### config.mk
export PLATFORM = sky130hd
export DESIGN_NAME = charger_status_registers
export DESIGN_NICKNAME = d
export VERILOG_FILES = /design/src/charger_status_pkg.sv /design/src/condition_if.sv /design/src/condition_sync.sv /design/src/change_flag_latch.sv /design/src/charger_status_registers.sv
export SDC_FILE = /design/constraint.sdc
export NUM_CORES = 1
export LEC_CHECK = 0
export BUFFER_PORTS_ARGS = -buffer_cell sky130_fd_sc_hd__buf_2
export CAP_MARGIN = 0
export CELL_PAD_IN_SITES_DETAIL_PLACEMENT = 1
export CELL_PAD_IN_SITES_GLOBAL_PLACEMENT = 2
export CORE_UTILIZATION = 42
export CTS_CLUSTER_SIZE = 24
export DETAILED_ROUTE_END_ITERATION = 7
export MAX_ROUTING_LAYER = met4
export PLACE_DENSITY = 0.93
export SLEW_MARGIN = 20
export SYNTH_ARGS = -nofsm -noshare
export SYNTH_HDL_FRONTEND = slang
export SYNTH_SLANG_ARGS = --single-unit
### constraint.sdc
create_clock -name core_clk_in -period 3.25 [get_ports core_clk_in]
set_input_delay 0.4875 -clock core_clk_in [delete_from_list [all_inputs] [get_ports core_clk_in]]
set_output_delay 0.4875 -clock core_clk_in [all_outputs]
set_load 0.01 [all_outputs]
### src/charger_status_pkg.sv
// constants shared by the charger status register bank
package charger_status_pkg;

	// ----------------------------------------------------------------
	// register offsets and widths
	// ----------------------------------------------------------------
	localparam int        ADDR_W            = 8;
	localparam int        DATA_W            = 8;
	localparam logic [7:0] STATUS_ONE_OFFSET = 8'h0B;
	localparam logic [7:0] STATUS_TWO_OFFSET = 8'h0C;
	localparam logic [7:0] THERM_OFFSET      = 8'h0D;
	localparam logic [7:0] FLAG_ONE_OFFSET   = 8'h0F;
	localparam logic [7:0] BYTE_ZERO         = 8'h00;

	// ----------------------------------------------------------------
	// field positions inside the registers
	// ----------------------------------------------------------------
	localparam int ADC_DONE_BIT   = 7;
	localparam int IIN_BIT        = 6;
	localparam int VIN_BIT        = 5;
	localparam int TREG_BIT       = 4;
	localparam int WD_BIT         = 3;
	localparam int PHASE_LSB      = 0;
	localparam int PG_BIT         = 7;
	localparam int SRC_LSB        = 4;
	localparam int ICO_LSB        = 1;
	localparam int VSYS_BIT       = 0;
	localparam int TS_LSB         = 0;
	localparam int PHASE_FLAG_BIT = 0;
	localparam int REG_LOOPS      = 4;

	// ----------------------------------------------------------------
	// layout of the synchronised condition vector
	// ----------------------------------------------------------------
	localparam int C_ADC_DONE = 0;
	localparam int C_ADC_CONT = 1;
	localparam int C_IIN      = 2;
	localparam int C_PHASE    = 6;
	localparam int C_PG       = 9;
	localparam int C_SRC      = 10;
	localparam int C_ICO      = 13;
	localparam int C_VSYS     = 15;
	localparam int C_TS       = 16;
	localparam int C_TS_VALID = 19;
	localparam int COND_W     = 20;
	localparam logic [COND_W-1:0] COND_RESET = '0;

endpackage

### src/condition_if.sv
// carrier for the filtered condition vector between the bank's modules
`timescale 1ns/1ps
interface condition_if;
	import charger_status_pkg::*;
	logic [COND_W-1:0] cond;
	modport source (output cond);
	modport sink   (input  cond);
endinterface

### src/condition_sync.sv
// two-flop synchroniser and settle filter for the sensing inputs
`timescale 1ns/1ps
module condition_sync
	import charger_status_pkg::*;
(
	// clock and reset
	input  wire logic              core_clk_in,
	input  wire logic              reset_n_in,
	// raw conditions from the analog side
	input  wire logic [COND_W-1:0] raw_in,
	// filtered conditions
	condition_if.source            out
);

	logic [COND_W-1:0] meta;
	logic [COND_W-1:0] sync;
	logic [COND_W-1:0] prev;
	wire               settled = (sync == prev);

	// ----------------------------------------------------------------
	// per-bit synchroniser
	// ----------------------------------------------------------------
	for (genvar i = 0; i < COND_W; i++) begin : g_sync
		always_ff @(posedge core_clk_in or negedge reset_n_in) begin
			if (!reset_n_in) begin
				meta[i] <= 1'b0;
				sync[i] <= 1'b0;
			end else begin
				meta[i] <= raw_in[i];
				sync[i] <= meta[i];
			end
		end
	end

	// ----------------------------------------------------------------
	// settle filter
	// ----------------------------------------------------------------
	// multi-bit codes may skew by a cycle across the synchroniser;
	// taking only a vector that held for two samples hides the blend
	always_ff @(posedge core_clk_in or negedge reset_n_in) begin
		if (!reset_n_in) begin
			prev     <= COND_RESET;
			out.cond <= COND_RESET;
		end else begin
			prev <= sync;
			if (settled) begin
				out.cond <= sync;
			end
		end
	end

endmodule

### src/change_flag_latch.sv
// sticky flags set by status rising edges and charge phase changes
`timescale 1ns/1ps
module change_flag_latch
	import charger_status_pkg::*;
(
	// clock and reset
	input  wire logic              core_clk_in,
	input  wire logic              reset_n_in,
	// filtered conditions
	condition_if.sink              src,
	// clear requests
	input  wire logic              clear_in,
	// latched flags
	output logic [DATA_W-1:0]      flags_out
);

	logic [COND_W-1:0] last;
	logic [DATA_W-1:0] next_flags;
	logic [DATA_W-1:0] events;
	wire               done_now  = src.cond[C_ADC_DONE] & ~src.cond[C_ADC_CONT];
	wire               done_last = last[C_ADC_DONE] & ~last[C_ADC_CONT];

	// ----------------------------------------------------------------
	// event detection
	// ----------------------------------------------------------------
	always_comb begin
		events = BYTE_ZERO;
		events[ADC_DONE_BIT] = done_now & ~done_last;
		for (int i = 0; i < REG_LOOPS; i++) begin
			events[IIN_BIT-i] = src.cond[C_IIN+i] & ~last[C_IIN+i];
		end
		events[PHASE_FLAG_BIT] =
			(src.cond[C_PHASE+:3] != last[C_PHASE+:3]);
	end

	// an event in the clearing cycle survives the clear
	assign next_flags = (clear_in ? BYTE_ZERO : flags_out) | events;

	always_ff @(posedge core_clk_in or negedge reset_n_in) begin
		if (!reset_n_in) begin
			last      <= COND_RESET;
			flags_out <= BYTE_ZERO;
		end else begin
			last      <= src.cond;
			flags_out <= next_flags;
		end
	end
endmodule

### src/charger_status_registers.sv
// read-only status register bank of the battery charger
`timescale 1ns/1ps
module charger_status_registers
	import charger_status_pkg::*;
(
	// clock and reset
	input  wire logic              core_clk_in,
	input  wire logic              reset_n_in,
	// converter conditions
	input  wire logic              adc_one_shot_done_in,
	input  wire logic              adc_continuous_in,
	// regulation loop conditions
	input  wire logic              input_current_limiting_in,
	input  wire logic              input_voltage_limiting_in,
	input  wire logic              thermal_regulating_in,
	input  wire logic              watchdog_expired_in,
	input  wire logic [2:0]        charge_phase_in,
	// input source conditions
	input  wire logic              power_good_state_in,
	input  wire logic [2:0]        input_source_type_in,
	input  wire logic [1:0]        current_optimizer_state_in,
	input  wire logic              min_system_regulating_in,
	// thermistor sensing
	input  wire logic [2:0]        thermistor_zone_in,
	input  wire logic              thermistor_valid_in,
	// register access port
	input  wire logic [ADDR_W-1:0] reg_addr_in,
	input  wire logic              reg_rd_in,
	input  wire logic              reg_wr_in,
	input  wire logic              reg_reset_in,
	output logic [DATA_W-1:0]      reg_rdata_out,
	output logic                   reg_ack_out,
	// latched flags
	output logic [DATA_W-1:0]      flag_one_out
);

	// ----------------------------------------------------------------
	// address decode
	// ----------------------------------------------------------------
	function automatic logic hits(input logic [ADDR_W-1:0] a,
		input logic [ADDR_W-1:0] off);
		hits = (a == off);
	endfunction

	// ----------------------------------------------------------------
	// condition capture
	// ----------------------------------------------------------------
	condition_if       link ();
	logic [COND_W-1:0] raw;
	logic              ts_seen;

	assign raw = {
		thermistor_valid_in,
		thermistor_zone_in,
		min_system_regulating_in,
		current_optimizer_state_in,
		input_source_type_in,
		power_good_state_in,
		charge_phase_in,
		watchdog_expired_in,
		thermal_regulating_in,
		input_voltage_limiting_in,
		input_current_limiting_in,
		adc_continuous_in,
		adc_one_shot_done_in
	};

	condition_sync u_sync (
		.core_clk_in (core_clk_in),
		.reset_n_in  (reset_n_in),
		.raw_in      (raw),
		.out         (link.source)
	);

	// ----------------------------------------------------------------
	// status register images
	// ----------------------------------------------------------------
	// the images are wiring off the filtered conditions, the zone gated by ts_seen: no write
	// path and no soft reset reaches them
	wire [COND_W-1:0] c = link.cond;
	wire              adc_done_bit = c[C_ADC_DONE] & ~c[C_ADC_CONT];
	logic [DATA_W-1:0] status_one;
	logic [DATA_W-1:0] status_two;
	logic [DATA_W-1:0] therm_status;

	always_comb begin
		status_one = BYTE_ZERO;
		status_one[ADC_DONE_BIT] = adc_done_bit;
		status_one[IIN_BIT]      = c[C_IIN];
		status_one[VIN_BIT]      = c[C_IIN+1];
		status_one[TREG_BIT]     = c[C_IIN+2];
		status_one[WD_BIT]       = c[C_IIN+3];
		status_one[PHASE_LSB+:3] = c[C_PHASE+:3];
	end

	always_comb begin
		status_two = BYTE_ZERO;
		status_two[PG_BIT]       = c[C_PG];
		status_two[SRC_LSB+:3]   = c[C_SRC+:3];
		status_two[ICO_LSB+:2]   = c[C_ICO+:2];
		status_two[VSYS_BIT]     = c[C_VSYS];
	end

	always_comb begin
		therm_status = BYTE_ZERO;
		if (ts_seen) begin
			therm_status[TS_LSB+:3] = c[C_TS+:3];
		end
	end

	// zone reads zero until the sensor has produced its first result
	always_ff @(posedge core_clk_in or negedge reset_n_in) begin
		if (!reset_n_in) begin
			ts_seen <= 1'b0;
		end else if (c[C_TS_VALID]) begin
			ts_seen <= 1'b1;
		end
	end

	// ----------------------------------------------------------------
	// flag latch
	// ----------------------------------------------------------------
	wire rd_status_one = hits(reg_addr_in, STATUS_ONE_OFFSET);
	wire rd_status_two = hits(reg_addr_in, STATUS_TWO_OFFSET);
	wire rd_therm      = hits(reg_addr_in, THERM_OFFSET);
	wire rd_flag_one   = hits(reg_addr_in, FLAG_ONE_OFFSET);
	// reading the flags clears them; a soft register reset does too
	wire flag_clear    = (reg_rd_in & rd_flag_one) | reg_reset_in;
	logic [DATA_W-1:0] flags;

	change_flag_latch u_flags (
		.core_clk_in (core_clk_in),
		.reset_n_in  (reset_n_in),
		.src         (link.sink),
		.clear_in    (flag_clear),
		.flags_out   (flags)
	);

	assign flag_one_out = flags;

	// ----------------------------------------------------------------
	// read path
	// ----------------------------------------------------------------
	// writes are acknowledged but land nowhere; unmapped reads give zero
	logic [DATA_W-1:0] read_sel;

	assign read_sel =
		rd_status_one ? status_one :
		rd_status_two ? status_two :
		rd_therm      ? therm_status :
		rd_flag_one   ? flags :
		BYTE_ZERO;

	always_ff @(posedge core_clk_in or negedge reset_n_in) begin
		if (!reset_n_in) begin
			reg_rdata_out <= BYTE_ZERO;
			reg_ack_out   <= 1'b0;
		end else begin
			reg_ack_out <= reg_rd_in | reg_wr_in;
			if (reg_rd_in) begin
				reg_rdata_out <= read_sel;
			end
		end
	end
endmodule

# == Word level (Yosys, flattened, before mapping) ==
# Index checks and enable logic that the tools add are counted.
# totals
word_cells,77
ff_bits,107
out_inout_bits,17
input_bits,33
# op_classes
muxes,6
n_bitwise,18
n_eq_ne,6
# ops
op,count
$mux 8,5
$eq 8x4->1 const B,4
$eq 20x20->1,1
$and 1x1->1,8
$or 8x8->8,1
$not 1->1,7
$mux 3,1
$ne 3x3->1,1
$or 1x1->1,2

# == Logic depth before layout (Yosys ltp) ==
# logic_depth
word_depth,5
depth_mapped,6
depth_no_buf,5

# == Modules after synthesis ==
# Synthesis repeated with hierarchy kept, for this count alone.
# hier_totals
cells_unflattened,230
hier_area_um2,3702.3
# modules_own_cells
module,seq_area_each_um2,area_each_um2,instances,cells_each
condition_sync,2001.9,2563.7,1,129
charger_status_registers,250.2,620.6,1,62
change_flag_latch,375.4,518.0,1,39

# == Least setup slack after synthesis ==
# Ideal clock, no wire load.
# synth_timing
path_type,flip-flop to flip-flop
start,register u_sync.sync[10]
end,register u_sync.out.cond[19]
slack_ns,1.575
path_stages_with_launch,7
setup_time_ns,0.125
synth_period_minus_slack_ns,1.675
path_buffers,1
arrival_ns,1.551
cell_sequence,dfrtp_1 > xor2_1 > nor4_1 > nand3_1 > nor3_2 > buf_6 > mux2_2
# synth_via
elab_chain_len,1
# synth_rtl
item,line_no,rtl
"start, declared",condition_sync.sv:16,logic [COND_W-1:0] sync;
"start signal, assigned by index",condition_sync.sv:30,sync[i] <= meta[i];
$eq 20x20->1,condition_sync.sv:18,wire settled = (sync == prev);
"end signal, assigned",condition_sync.sv:47,out.cond <= sync;
"end, declared",condition_if.sv:6,modport source (output cond);
# Every way passes these cells.
# A chain may end at the register's enable or synchronous reset.

# == Final worst setup path ==
# layout_timing
start,register u_sync.sync[10]
end,register u_sync.out.cond[9]
# Same word-level chain as after synthesis.

==> results_dict.tcl <==
set metrics [dict create \
    status "complete, no violations" \
    grt_start_max_net_pins 77 \
    crit_family "simple AND/OR/NAND/NOR gates" \
    syn_avg_cell_area_um2 14.8 \
    critPathBufInv 1 \
    grt_antenna_before_repair 0 \
    grt-ovfl-total 0 \
    layout_common_cells "dfrtp_1, buf_2, mux2_2" \
    ir_worst_vdd_v 0.000234 \
    root_buffer "clkbuf_8" \
    grt_pass1_vias 2175 \
    ant_nets 0 \
    hold_end "u_sync.meta[12]$_DFF_PN0_" \
    dp_hpwl_mm 4.81 \
    pre_cts_ws_ps 778 \
    via_count 2007 \
    routed_wl_mm 6.78 \
    path_cells "xor2_1 > nor4_1 > nand3_1 > nor3_2 > buf_4 > mux2_2" \
    cp.required_ps 3500 \
    cts_sinks 105 \
    synth_area_leader_cell "dfrtp_1" \
    final_max_slew_viol_count 0 \
    die_w_um 94.3 \
    path_class "flip-flop to flip-flop" \
    postLayoutSetupSlackWorst_ps 839 \
    synth_top_area_share_pct 73.4 \
    n_antenna_cell 0 \
    min_period_ps 2410 \
    worstMarginPinSlew_ps 914 \
    hold_path.class "input pin to flip-flop" \
    holdWs_ps 222 \
    maxCapViolations 0 \
    p_leak_uw 0.00196 \
    area_delta_synth_final_pct 14.6 \
    clk_latency_ps 360 \
    drcViolationCount 0 \
    powerDensity_nw_per_um2 536 \
    hold_buffers 0 \
    ff2ff_path_depth 6 \
    period_share_pct 74.2 \
    portBuffers 47 \
    hold_start "input_source_type_in[2]" \
    final_layout_size_suffix_gt1_share_pct 28.9 \
    die_area_um2 8890 \
    first_iter_violations 84 \
    crit_fanout 13 \
    rsz0062_at_grt "no" \
    cts_buffers 9 \
    ioPinCount 50 \
    cp.arrival_ps 2660 \
    fp-row-count 33 \
    clk_pin_slew_ps 100 \
    die_y_um 94.3 \
    yosysSeqAreaShare_pct 73.4 \
    synth_cell_type_count 33 \
    reg2reg_slack_ps 840 \
    wire_per_inst_um 16.7 \
    critPathMaxStageDelay_ps 470 \
    cts_setup_buffers 0 \
    core_um2 8220 \
    use_met3_pct 3.16 \
    yosysWarnings 0 \
    fmax_mhz 415 \
    final_common_cell "dfrtp_1" \
    layout.nets 329 \
    maxSlewHeadroom_pct 39.0 \
    grt.busiest_layer "met2" \
    min_path_cells 1 \
    ctsResizeCount 0 \
    firstDrtPassIters 4 \
    power_uw 2200 \
    tns_ps 0 \
    timing.rr.start "u_sync.sync[10]$_DFF_PN0_" \
    ys_ff_latch 105 \
    synth_area_leaders "dfrtp_1, mux2_2, xor2_1" \
    use_met1_pct 22.7 \
    mappedNetlistArea_um2 3580 \
    fin_worst_skew_ps 10.8 \
    initial_utilization_pct 43.6 \
    rr_endpoint "u_sync.out.cond[9]$_DFFE_PN0N_" \
    gp_congestion 0.788 \
    hold_viol_final 0 \
    clk_path_buf_depth 2 \
    slowest_stage "nor3_2" \
    h-tree-depth 3 \
    track_usage_pct 18.1 \
    avgViaCountPerCell 4.94 \
    netlist_instances 242 \
    grtUsageMet2_pct 29.0 \
    cts_tree "yes" \
    grt_pass1_wl_mm 11.4 \
    end_kind "flip-flop" \
    finalSetupViolCount 0 \
    startpoint_type "flip-flop" \
]
cells in the mapped netlist:
library cell	instances
o32ai_1	2
dfrtp_1	105
o21ai_0	14
mux2_2	19
inv_1	12
xnor2_1	11
xor2_1	12
buf_4	2
o2111ai_1	4
nand2b_1	1
clkbuf_1	3
nand2_1	13
nor3_1	1
nor2_1	7
and3_1	1
or2_2	2
buf_2	1
conb_1	1
nor3_2	1
a21oi_1	1
mux2i_1	2
a31oi_1	2
nor4_1	3
buf_6	2
nand3_1	5
nor3b_1	1
nand4b_1	1
a22oi_1	1
a41oi_1	1
mux2_1	2
nand4_1	3
nor2b_1	5
a22o_1	1
kinds of logic after synthesis:
kind of cell / count (synthesis) / share of synthesized area (%)
buffers and inverters: 20 / 2.76
flip-flops: 105 / 73.4
AND/OR/NAND/NOR: 44 / 6.29
other: 1 / 0.105
AO/OA/AOI/OAI: 26 / 4.62
XOR/XNOR: 23 / 5.63
multiplexers: 23 / 7.17
power breakdown:
part	internal, uW	switching (uW)	total [uW]
combinational	36.4	56.8	93.2
sequential	1340	23.9	1370
clock	304	433	737
how the worst max path moves through the flow:
stage,startpoint,slack [ps],endpoint,cells after the start
6_report,u_sync.sync[10]$_DFF_PN0_,840,u_sync.out.cond[9]$_DFFE_PN0N_,6
5_1_grt,u_sync.sync[3]$_DFF_PN0_,690,u_sync.out.cond[6]$_DFFE_PN0N_,6
4_1_cts,u_sync.sync[10]$_DFF_PN0_,760,u_sync.out.cond[11]$_DFFE_PN0N_,6
3_5_place_dp,u_sync.sync[10]$_DFF_PN0_,780,u_sync.out.cond[11]$_DFFE_PN0N_,6
3_3_place_gp,u_sync.sync[10]$_DFF_PN0_,930,u_sync.out.cond[11]$_DFFE_PN0N_,6
2_1_floorplan,u_sync.sync[10]$_DFF_PN0_,1570,u_sync.out.cond[19]$_DFFE_PN0N_,6
area by class of cell:
cell class                 instances  area (um^2)
inverter                          12         45.0
fill                             833         4120
sequential                       105         2630
timing repair buffer              50          260
clock buffer                      11          141
clock inverter                     5         38.8
multi-input combinational        118          856
tap                              105          131
state kept, by name (all words and copies together), names as in the netlist:
register and flops:
u_sync.meta 20, u_sync.out.cond 20, u_sync.prev 20, u_sync.sync 20, u_flags.last 9, reg_rdata_out 8
u_flags.flags_out 6, reg_ack_out 1, ts_seen 1
metal layers:
metal | vias up | wire length, um
met3 | 9 | 243
met2 | 50 | 3410
met5 | - | 0
li1 | 918 | -
met1 | 1030 | 3000
met4 | 0 | 131
worst reg2reg max path, cell delays in order (launching register included):
cell	delay, ps
dfrtp_1	440
xor2_1	160
nor4_1	390
nand3_1	150
nor3_2	470
buf_4	330
mux2_2	360
per-stage QoR:
stage | area, um^2 | util (%) | std cells
after floorplan | 3580 | - | 243
after global placement | 3920 | 47.7 | 390
after detailed placement | 3920 | 47.7 | 390
after CTS | 4100 | 49.9 | 406
after global routing | 4100 | 49.9 | 406
final | 4100 | 49.9 | 406
Note: power is estimated with default switching activity, not from simulation.
